<file path="src/gpc_cfg.svh">
`ifndef GPC_CFG_SVH
`define GPC_CFG_SVH

////////////////////////////////////////////////////////////////////////////////
// Register map
`define GPC_PIN_CTRL_OFF   8'hB8

////////////////////////////////////////////////////////////////////////////////
// Per-pin field layout, slice of four bits at 4n
`define GPC_PINS           8
`define GPC_SLICE_W        4
`define GPC_FLD_IN         0
`define GPC_FLD_DIR        1
`define GPC_FLD_OUT        2
`define GPC_FLD_RSVD       3

////////////////////////////////////////////////////////////////////////////////
// Reset values
`define GPC_DIR_RST        8'h00
`define GPC_OUT_RST        8'h00
`define GPC_RSVD_MASK      32'h88888888

`endif

</file>
<file path="src/gpc_pkg.sv">
package gpc_pkg;

    typedef enum logic [1:0] {
        GPC_OKAY   = 2'h0,
        GPC_SLVERR = 2'h2,
        GPC_DECERR = 2'h3
    } gpc_resp_type;

endpackage : gpc_pkg

</file>
<file path="src/gpc_top.sv">
// Implementation choice: the AXI4-Lite register port.
`timescale 1ns/1ns
`include "gpc_cfg.svh"

// Function
// The pin control word sits at byte offset B8h and exists only when the block is the upstream port.
// Pin n owns bits 4n to 4n+3 as input, direction, output value and a reserved bit that is left alone.
// The input bit is read-only and returns the sampled pin level in either direction.
// A direction bit of 0 makes the pin an input and 1 makes it an output.
// An output pin is driven with its output value bit.
// Reset clears all direction and output value bits, so every pin starts as an input.
// An input pin is not driven; its driver is released.

module gpc_top #(
    parameter int          ADDR_W   = 8,
    parameter bit          UPSTREAM = 1'b1
) (
    input  wire logic              aclk,
    input  wire logic              aresetn,
    input  wire logic [ADDR_W-1:0] s_axi_awaddr,
    input  wire logic              s_axi_awvalid,
    output logic                   s_axi_awready,
    input  wire logic [31:0]       s_axi_wdata,
    input  wire logic [3:0]        s_axi_wstrb,
    input  wire logic              s_axi_wvalid,
    output logic                   s_axi_wready,
    output logic [1:0]             s_axi_bresp,
    output logic                   s_axi_bvalid,
    input  wire logic              s_axi_bready,
    input  wire logic [ADDR_W-1:0] s_axi_araddr,
    input  wire logic              s_axi_arvalid,
    output logic                   s_axi_arready,
    output logic [31:0]            s_axi_rdata,
    output logic [1:0]             s_axi_rresp,
    output logic                   s_axi_rvalid,
    input  wire logic              s_axi_rready,
    input  wire logic [7:0]        gpio_in,
    output logic [7:0]             gpio_out,
    output logic [7:0]             gpio_oe_n
);

    ////////////////////////////////////////////////////////////////////////////
    // Declarations
    logic [7:0]        in_s1_r;
    logic [7:0]        in_s2_r;
    logic [7:0]        out_r;
    logic [7:0]        oe_n_r;
    logic              awready_r;
    logic              wready_r;
    logic              bvalid_r;
    logic [1:0]        bresp_r;
    logic              arready_r;
    logic              rvalid_r;
    logic [1:0]        rresp_r;
    logic [31:0]       rdata_r;
    logic              aw_got_r;
    logic              w_got_r;
    logic [ADDR_W-1:0] awaddr_r;
    logic [31:0]       wdata_r;
    logic [3:0]        wstrb_r;
    logic              aw_hs;
    logic              w_hs;
    logic              ar_hs;
    logic              do_write;
    logic              wr_hit;
    logic              rd_hit;
    logic              aw_got_nxt;
    logic              w_got_nxt;
    logic              bvalid_nxt;
    logic              rvalid_nxt;
    logic [31:0]       rd_word;

    localparam logic [7:0] DIR_RST = `GPC_DIR_RST;
    localparam logic [7:0] OUT_RST = `GPC_OUT_RST;

    assign s_axi_awready = awready_r;
    assign s_axi_wready  = wready_r;
    assign s_axi_bvalid  = bvalid_r;
    assign s_axi_bresp   = bresp_r;
    assign s_axi_arready = arready_r;
    assign s_axi_rvalid  = rvalid_r;
    assign s_axi_rresp   = rresp_r;
    assign s_axi_rdata   = rdata_r;
    assign gpio_out      = out_r;
    assign gpio_oe_n     = oe_n_r;

    ////////////////////////////////////////////////////////////////////////////
    // Pin input synchroniser
    always_ff @(posedge aclk) begin
        if (!aresetn) begin
            in_s1_r <= 8'h00;
            in_s2_r <= 8'h00;
        end else begin
            in_s1_r <= gpio_in;
            in_s2_r <= in_s1_r;
        end
    end

    ////////////////////////////////////////////////////////////////////////////
    // Address decode
    assign wr_hit = UPSTREAM &&
        (awaddr_r[ADDR_W-1:2] == (ADDR_W-2)'(`GPC_PIN_CTRL_OFF >> 2));
    assign rd_hit = UPSTREAM &&
        (s_axi_araddr[ADDR_W-1:2] == (ADDR_W-2)'(`GPC_PIN_CTRL_OFF >> 2));

    ////////////////////////////////////////////////////////////////////////////
    // Write channels
    assign aw_hs      = s_axi_awvalid && awready_r;
    assign w_hs       = s_axi_wvalid && wready_r;
    assign do_write   = aw_got_r && w_got_r && !bvalid_r;
    assign aw_got_nxt = aw_hs || (aw_got_r && !do_write);
    assign w_got_nxt  = w_hs || (w_got_r && !do_write);
    assign bvalid_nxt = do_write || (bvalid_r && !s_axi_bready);

    always_ff @(posedge aclk) begin
        if (!aresetn) begin
            aw_got_r  <= 1'b0;
            w_got_r   <= 1'b0;
            awready_r <= 1'b0;
            wready_r  <= 1'b0;
        end else begin
            aw_got_r  <= aw_got_nxt;
            w_got_r   <= w_got_nxt;
            awready_r <= !aw_got_nxt && !bvalid_nxt;
            wready_r  <= !w_got_nxt && !bvalid_nxt;
        end
    end

    always_ff @(posedge aclk) begin
        if (!aresetn) begin
            awaddr_r <= '0;
        end else if (aw_hs) begin
            awaddr_r <= s_axi_awaddr;
        end
    end

    always_ff @(posedge aclk) begin
        if (!aresetn) begin
            wdata_r <= 32'h00000000;
            wstrb_r <= 4'h0;
        end else if (w_hs) begin
            wdata_r <= s_axi_wdata;
            wstrb_r <= s_axi_wstrb;
        end
    end

    always_ff @(posedge aclk) begin
        if (!aresetn) begin
            bvalid_r <= 1'b0;
            bresp_r  <= gpc_pkg::GPC_OKAY;
        end else begin
            bvalid_r <= bvalid_nxt;
            if (do_write) begin
                bresp_r <= wr_hit ? gpc_pkg::GPC_OKAY : gpc_pkg::GPC_DECERR;
            end
        end
    end

    ////////////////////////////////////////////////////////////////////////////
    // Pin control bits, one slice per pin
    genvar n;
    generate
        for (n = 0; n < `GPC_PINS; n = n + 1) begin : g_pin
            always_ff @(posedge aclk) begin
                if (!aresetn) begin
                    oe_n_r[n] <= ~DIR_RST[n];
                    out_r[n]  <= OUT_RST[n];
                end else if (do_write && wr_hit && wstrb_r[n/2]) begin
                    oe_n_r[n] <= !wdata_r[`GPC_SLICE_W*n+`GPC_FLD_DIR];
                    out_r[n]  <= wdata_r[`GPC_SLICE_W*n+`GPC_FLD_OUT];
                end
            end
            assign rd_word[`GPC_SLICE_W*n+`GPC_FLD_IN]   = in_s2_r[n];
            assign rd_word[`GPC_SLICE_W*n+`GPC_FLD_DIR]  = !oe_n_r[n];
            assign rd_word[`GPC_SLICE_W*n+`GPC_FLD_OUT]  = out_r[n];
            assign rd_word[`GPC_SLICE_W*n+`GPC_FLD_RSVD] = 1'b0;
        end
    endgenerate

    ////////////////////////////////////////////////////////////////////////////
    // Read channel
    assign ar_hs      = s_axi_arvalid && arready_r;
    assign rvalid_nxt = ar_hs || (rvalid_r && !s_axi_rready);

    always_ff @(posedge aclk) begin
        if (!aresetn) begin
            arready_r <= 1'b0;
            rvalid_r  <= 1'b0;
        end else begin
            arready_r <= !rvalid_nxt;
            rvalid_r  <= rvalid_nxt;
        end
    end

    always_ff @(posedge aclk) begin
        if (!aresetn) begin
            rdata_r <= 32'h00000000;
            rresp_r <= gpc_pkg::GPC_OKAY;
        end else if (ar_hs) begin
            rdata_r <= rd_hit ? rd_word : 32'h00000000;
            rresp_r <= rd_hit ? gpc_pkg::GPC_OKAY : gpc_pkg::GPC_DECERR;
        end
    end

    ////////////////////////////////////////////////////////////////////////////
    // Assertions
    a_unmapped_read: assert property (@(posedge aclk) disable iff (!aresetn)
        ar_hs && !rd_hit |=> rresp_r == gpc_pkg::GPC_DECERR && rdata_r == 32'h00000000)
        else $error("unmapped read not refused");

    a_rsvd_reads_zero: assert property (@(posedge aclk) disable iff (!aresetn)
        rvalid_r |-> (rdata_r & `GPC_RSVD_MASK) == 32'h00000000)
        else $error("reserved bit read nonzero");

    a_input_sampled: assert property (@(posedge aclk) disable iff (!aresetn)
        ar_hs && rd_hit |=> rdata_r[`GPC_FLD_IN] == $past(in_s2_r[0]))
        else $error("input bit not the sampled pin");

    a_dir_write_oe: assert property (@(posedge aclk) disable iff (!aresetn)
        do_write && wr_hit && wstrb_r[0] |=> gpio_oe_n[0] == !$past(wdata_r[`GPC_FLD_DIR]))
        else $error("direction write not applied");

    a_out_write_pin: assert property (@(posedge aclk) disable iff (!aresetn)
        do_write && wr_hit && wstrb_r[3] |=> gpio_out[7] == $past(wdata_r[30]))
        else $error("output value not driven");

    a_reset_inputs: assert property (@(posedge aclk) disable iff (1'b0)
        !aresetn |=> gpio_oe_n == 8'hFF && gpio_out == 8'h00)
        else $error("pins not inputs after reset");

    a_input_released: assert property (@(posedge aclk) disable iff (!aresetn)
        ar_hs && rd_hit |=> rdata_r[`GPC_FLD_DIR] == !gpio_oe_n[0])
        else $error("driver state differs from direction");

    a_bresp_holds: assert property (@(posedge aclk) disable iff (!aresetn)
        bvalid_r && !s_axi_bready |=> bvalid_r && $stable(bresp_r))
        else $error("write response dropped");

endmodule : gpc_top

</file>
<file path="config.mk">
export PLATFORM = sky130hd
export DESIGN_NAME = gpc_top
export DESIGN_NICKNAME = d
export VERILOG_FILES = /design/src/gpc_pkg.sv /design/src/gpc_top.sv
export VERILOG_INCLUDE_DIRS = /design/src
export SDC_FILE = /design/constraint.sdc
export NUM_CORES = 1
export LEC_CHECK = 0
export BUFFER_PORTS_ARGS = -buffer_cell sky130_fd_sc_hd__buf_2
export CORE_UTILIZATION = 46
export CTS_BUF_LIST = sky130_fd_sc_hd__clkbuf_2
export CTS_CLUSTER_DIAMETER = 60
export CTS_CLUSTER_SIZE = 10
export DETAILED_ROUTE_END_ITERATION = 12
export GPL_ROUTABILITY_DRIVEN = 0
export GPL_TIMING_DRIVEN = 0
export PLACE_DENSITY_LB_ADDON = 0.05
export SLEW_MARGIN = 20
export SYNTH_ARGS = -nofsm -noshare
export SYNTH_HDL_FRONTEND = slang
export SYNTH_SLANG_ARGS = --single-unit
</file>
<file path="constraint.sdc">
create_clock -name aclk -period 1.2 [get_ports aclk]
set_input_delay 0.12 -clock aclk [delete_from_list [all_inputs] [get_ports aclk]]
set_output_delay 0.12 -clock aclk [all_outputs]
set_load 0.02 [all_outputs]
</file>
* Yosys cells after proc, flatten, opt, wreduce, memory -nomap -nowiden
Cells that the tools add are included.
** Storage, ports and cells
- Register bits after elaboration :: 118
- Input port bits :: 67
- Output and inout bits :: 57
- Word-level logic and storage cells :: 80
** Cells by class
- Eq/ne operators :: 2
- Mux-type cells :: 3
- Reduce and logical (&&, ||, !) cells :: 44
** Operators by type and width (count)
- $mux 31 :: 1
- $logic_not 1->1 :: 24
- $logic_and 1x1->1 :: 16
- $eq 6x6->1 const B :: 2
- $logic_or 1x1->1 :: 4
- $mux 2 :: 2

* Logic depth before layout (Yosys ltp)
- Depth after elaboration :: 7
- Gate-level depth with buffers :: 5
- Mapped depth without buffers :: 3

* Least setup slack after synthesis
OpenSTA, ideal clock, no wires.
- Path kind :: flip-flop to flip-flop
- Start :: reg arready_r, in the netlist s_axi_arready
- End :: reg rdata_r[13], in the netlist s_axi_rdata[13]
- Library setup time :: 0.070 ns
- Arrival :: 1.325 ns
- Required time :: 1.130 ns
- Slack :: -0.196 ns
- Stages on the path, launching flop included :: 5
- Buffers on the path :: 1
- Clock period less this slack :: 1.396 ns
- Cells stage by stage :: dfxtp_1 -> nand2_2 -> buf_6 -> or4_1 -> a21oi_1
** On the way
- Word-level cells in the longest chain between the ends :: 1
** Ends and longest elaborated chain
- start: declaration :: line gpc_top.sv:52 : logic arready_r;
- start signal: assignment :: line gpc_top.sv:190 : arready_r <= !rvalid_nxt;
- $logic_and 1x1->1 :: line gpc_top.sv:182 : assign ar_hs = s_axi_arvalid && arready_r;
- end signal: assignment :: line gpc_top.sv:200 : rdata_r <= rd_hit ? rd_word : 32'h00000000;
- end: declaration :: line gpc_top.sv:55 : logic [31:0] rdata_r;
Every way passes these cells.
A chain may end at the register's enable or synchronous reset.

* Worst setup path in the final report
- Start :: reg awaddr_r[2]
- End :: reg oe_n_r[6], in the netlist gpio_oe_n[6]
** On the way
- Word-level cells in the longest chain between the ends :: 3
** Ends and longest elaborated chain
- start: declaration :: line gpc_top.sv:58 : logic [ADDR_W-1:0] awaddr_r;
- start signal: assignment :: line gpc_top.sv:133 : awaddr_r <= s_axi_awaddr;
- $eq 6x6->1 :: line gpc_top.sv:102 : (awaddr_r[ADDR_W-1:2] == (ADDR_W-2)'(`GPC_PIN_CTRL_OFF >> 2));
- $logic_and 1x1->1 (2 in series) :: line gpc_top.sv:168 : end else if (do_write && wr_hit && wstrb_r[n/2]) begin
- end signal: indexed assignment :: line gpc_top.sv:166 : oe_n_r[n] <= ~DIR_RST[n];
- end signal: indexed assignment :: line gpc_top.sv:169 : oe_n_r[n] <= !wdata_r[`GPC_SLICE_W*n+`GPC_FLD_DIR];
- end: declaration :: line gpc_top.sv:47 : logic [7:0] oe_n_r;
Every way passes these cells.

==> results.sh <==
export IMPL_cts_tree="done"
export IMPL_skew_ps=23.6
export IMPL_min_path_type="in2reg"
export IMPL_syn_inst=377
export IMPL_drtIter0Drc=171
export IMPL_grt_overflow=0
export IMPL_dieArea_um2=7650
export IMPL_ir_worst_vdd_uv=679
export IMPL_crit_slowest_cell="dfxtp_2"
export IMPL_crit_path_end_kind="flop"
export IMPL_grt_pass1_vias=3072
export IMPL_worst_r2r_path_depth=5
export IMPL_port_buffer_count=94
export IMPL_syn_to_final_growth_pct=54.7
export IMPL_fin_crit_sh=1.10
export IMPL_busiest_layer="met2"
export IMPL_path_clk_slew_ps=240
export IMPL_path_buf_inv=2
export IMPL_clk_latency_ps=540
export IMPL_root_buffer="clkbuf_2"
export IMPL_slew_viol_final=0
export IMPL_clock_sinks=91
export IMPL_antenna_found_initial=0
export IMPL_drc=0
export IMPL_r2r_start="awaddr_r[2]"
export IMPL_yosysSeqAreaShare=0.542
export IMPL_fmax_ghz=0.755
export IMPL_hold_viol=0
export IMPL_cts_made_buffers=9
export IMPL_rows=30
export IMPL_layout_min_cycle_time_ps=1320
export IMPL_grt_pass1_wl_mm=14.9
export IMPL_start_util=0.486
export IMPL_synth_cell_types=32
export IMPL_regToRegEndpoint="gpio_oe_n[6]"
export IMPL_p_int_uw=3690
export IMPL_setup_viol=22
export IMPL_postLayoutSetupSlackWorst_ps=-124
export IMPL_final_cell_mix="nand2_1 (90), buf_6 (55), buf_2 (52)"
export IMPL_route_detailed_wl_per_inst_um=15.1
export IMPL_p_leak_uw=0.00210
export IMPL_reg2reg_slack_ps=-120
export IMPL_rsz0062_at_grt="true"
export IMPL_gr_usage_met3=0.0398
export IMPL_p_sw_uw=1370
export IMPL_power_density_nw_per_um2=974
export IMPL_cp_num_cells=5
export IMPL_wl_mm=9.85
export IMPL_yosys_area_top_type="dfxtp_1"
export IMPL_track_usage=0.259
export IMPL_crit_required_ps=1630
export IMPL_status="complete, but fails checks"
export IMPL_grtUsageMet1=0.328
export IMPL_worstPathMaxFanout=5
export IMPL_pin_count=124
export IMPL_htree_levels=3
export IMPL_arrival_ps=1750
export IMPL_yosysTopAreaCellShare=0.542
export IMPL_dp_hpwl_mm=6.08
export IMPL_violations="negative setup slack"
export IMPL_antenna_cells=0
export IMPL_worstMarginPinSlew_ps=697
export IMPL_core_um2=6910
export IMPL_viasPerCell=5.04
export IMPL_synth_area_top_cells="dfxtp_1 (54%), nand2_1 (10%), a21oi_1 (8.2%)"
export IMPL_post_place_ws_ps=-348
export IMPL_max_slew_margin=0.536
export IMPL_synth_seq_cells=91
export IMPL_seqPwrFrac=0.625
export IMPL_netSwitchingFraction=0.271
export IMPL_syn_area_um2=3360
export IMPL_synth_avg_cell_area_um2=8.91
export IMPL_finalNetCount=619
export IMPL_crit_family="flip-flops"
export IMPL_cts_buffer_depth=2
export IMPL_yosysWarnings=0
export IMPL_power_total_uw=5060
export IMPL_slowest_delay_ps=380
export IMPL_pwr_share_clk=0.251
export IMPL_grt_use_met2=0.439
export IMPL_via_count=3292
export IMPL_drtAntennaViolNets=0
export IMPL_dr_pass1_iters=4
export IMPL_mostFrequentLayoutCell="nand2_1"
export IMPL_power_frac_comb=0.125
export IMPL_cp_cell_sequence="and4bb_2, buf_6, buf_6, a311oi_2, a31oi_1"
export IMPL_endpoint="gpio_oe_n[6]"
export IMPL_stdcell_count=653
export IMPL_drive_above_1_share=0.436
export IMPL_cpMostUsedCell="buf_6"
export IMPL_grt_max_degree=19
export IMPL_criticalPathCategory="reg2reg"
export IMPL_cap_violations=0
export IMPL_cp_start_kind="flop"
export IMPL_placedCellCount=574
export IMPL_die_w_um=87.4
export IMPL_die_h_um=87.4
export IMPL_crit_path_start="awaddr_r[2]"
synthesized netlist by cell type:
library cell and count:
nand3b_1 1, nand4_1 16, and2_0 1, or4_1 8, and2_1 18, mux2i_1 8
nand3_1 6, nand2_2 1, nand2_1 90, clkbuf_1 11, a21o_1 1, nand2b_1 3
nor3_1 1, a31oi_1 8, inv_1 1, and4b_1 5, inv_2 1, and3_1 5
nor2_1 2, o21ai_0 1, a21oi_1 55, buf_2 14, buf_1 3, buf_4 10
and4bb_2 1, buf_6 2, conb_1 1, nand4b_1 1, nor2b_1 1, a311oi_1 9
dfxtp_1 91, nor3b_1 1
worst min-delay path, cell delays in order:
cell and delay, ps:
buf_2 90, nor2b_1 40, buf_2 160, nand4_1 100
a21oi_1 60
metrics by stage:
stage	TNS (ps)	utilization	hold slack [ps]	area, um2
2_1_floorplan	-34.3	-	247	3390
3_3_place_gp	-7420	0.577	325	3990
3_5_place_dp	-9920	0.577	330	3990
4_1_cts	-2150	0.714	3.66	4930
5_1_grt	-3470	0.752	50.7	5190
6_report	-1660	0.752	45.2	5190
timing repair:
action	in CTS	in global routing
pin swaps	12	11
hold buffers	40	0
buffers inserted	23	6
endpoints found under the setup margin	103	111
gates resized for setup	124	80
hold endpoints to repair	47	0
worst min-delay path by stage:
| stage | startpoint | endpoint | slack, ps | cells after the start |
|---|---|---|---|---|
| finish | s_axi_araddr[2] | s_axi_rdata[16] | 50 | 5 |
| global route | s_axi_araddr[2] | s_axi_rdata[20] | 50 | 5 |
| CTS | s_axi_araddr[2] | s_axi_rdata[20] | 4 | 5 |
| detailed placement | gpio_in[7] | in_s1_r[7] | 330 | 2 |
| global placement | gpio_in[3] | in_s1_r[3] | 330 | 2 |
| floorplan | gpio_in[0] | in_s1_r[0] | 250 | 1 |
cells by family after synthesis:
group                  synth area share
flip-flops                        0.542
multiplexers                     0.0238
buffers and inverters            0.0678
other                           0.00112
AO/OA/AOI/OAI                     0.124
AND/OR/NAND/NOR                   0.241
power by group through the flow:
| stage | clock network [uW] | logic, uW | registers [uW] |
|---|---|---|---|
| after detailed placement | 0 | 452 | 3230 |
| after global placement | 0 | 444 | 3220 |
| after CTS | 1290 | 604 | 3160 |
| after global routing | 1430 | 689 | 3170 |
| after floorplan | 0 | 263 | 3230 |
| final | 1270 | 631 | 3160 |
cell type report:
cell class / count / area, um2
plain buffers: 34 / 229
clock buffers: 11 / 55.1
clock inverters: 5 / 30.0
fillers: 571 / 1710
inverters: 2 / 7.51
multi-input cells: 251 / 1460
flip-flops and latches: 91 / 1900
well taps: 96 / 120
repair buffers: 163 / 1390
layer usage:
| metal | part of all wire | routed length (um) |
|---|---|---|
| met5 | 0 | 0 |
| met4 | 0.016 | 157 |
| met3 | 0.054 | 533 |
| met2 | 0.50 | 4910 |
| met1 | 0.43 | 4250 |
sequential cells by signal, summed over array words and instances (netlist names):
name           cells
s_axi_rvalid       1
wstrb_r            4
s_axi_awready      1
wdata_r           16
s_axi_wready       1
s_axi_bresp        1
gpio_out           8
s_axi_rresp        1
in_s1_r            8
aw_got_r           1
s_axi_rdata       24
awaddr_r           6
w_got_r            1
s_axi_arready      1
gpio_oe_n          8
in_s2_r            8
s_axi_bvalid       1
(Power assumes the default switching activity.)
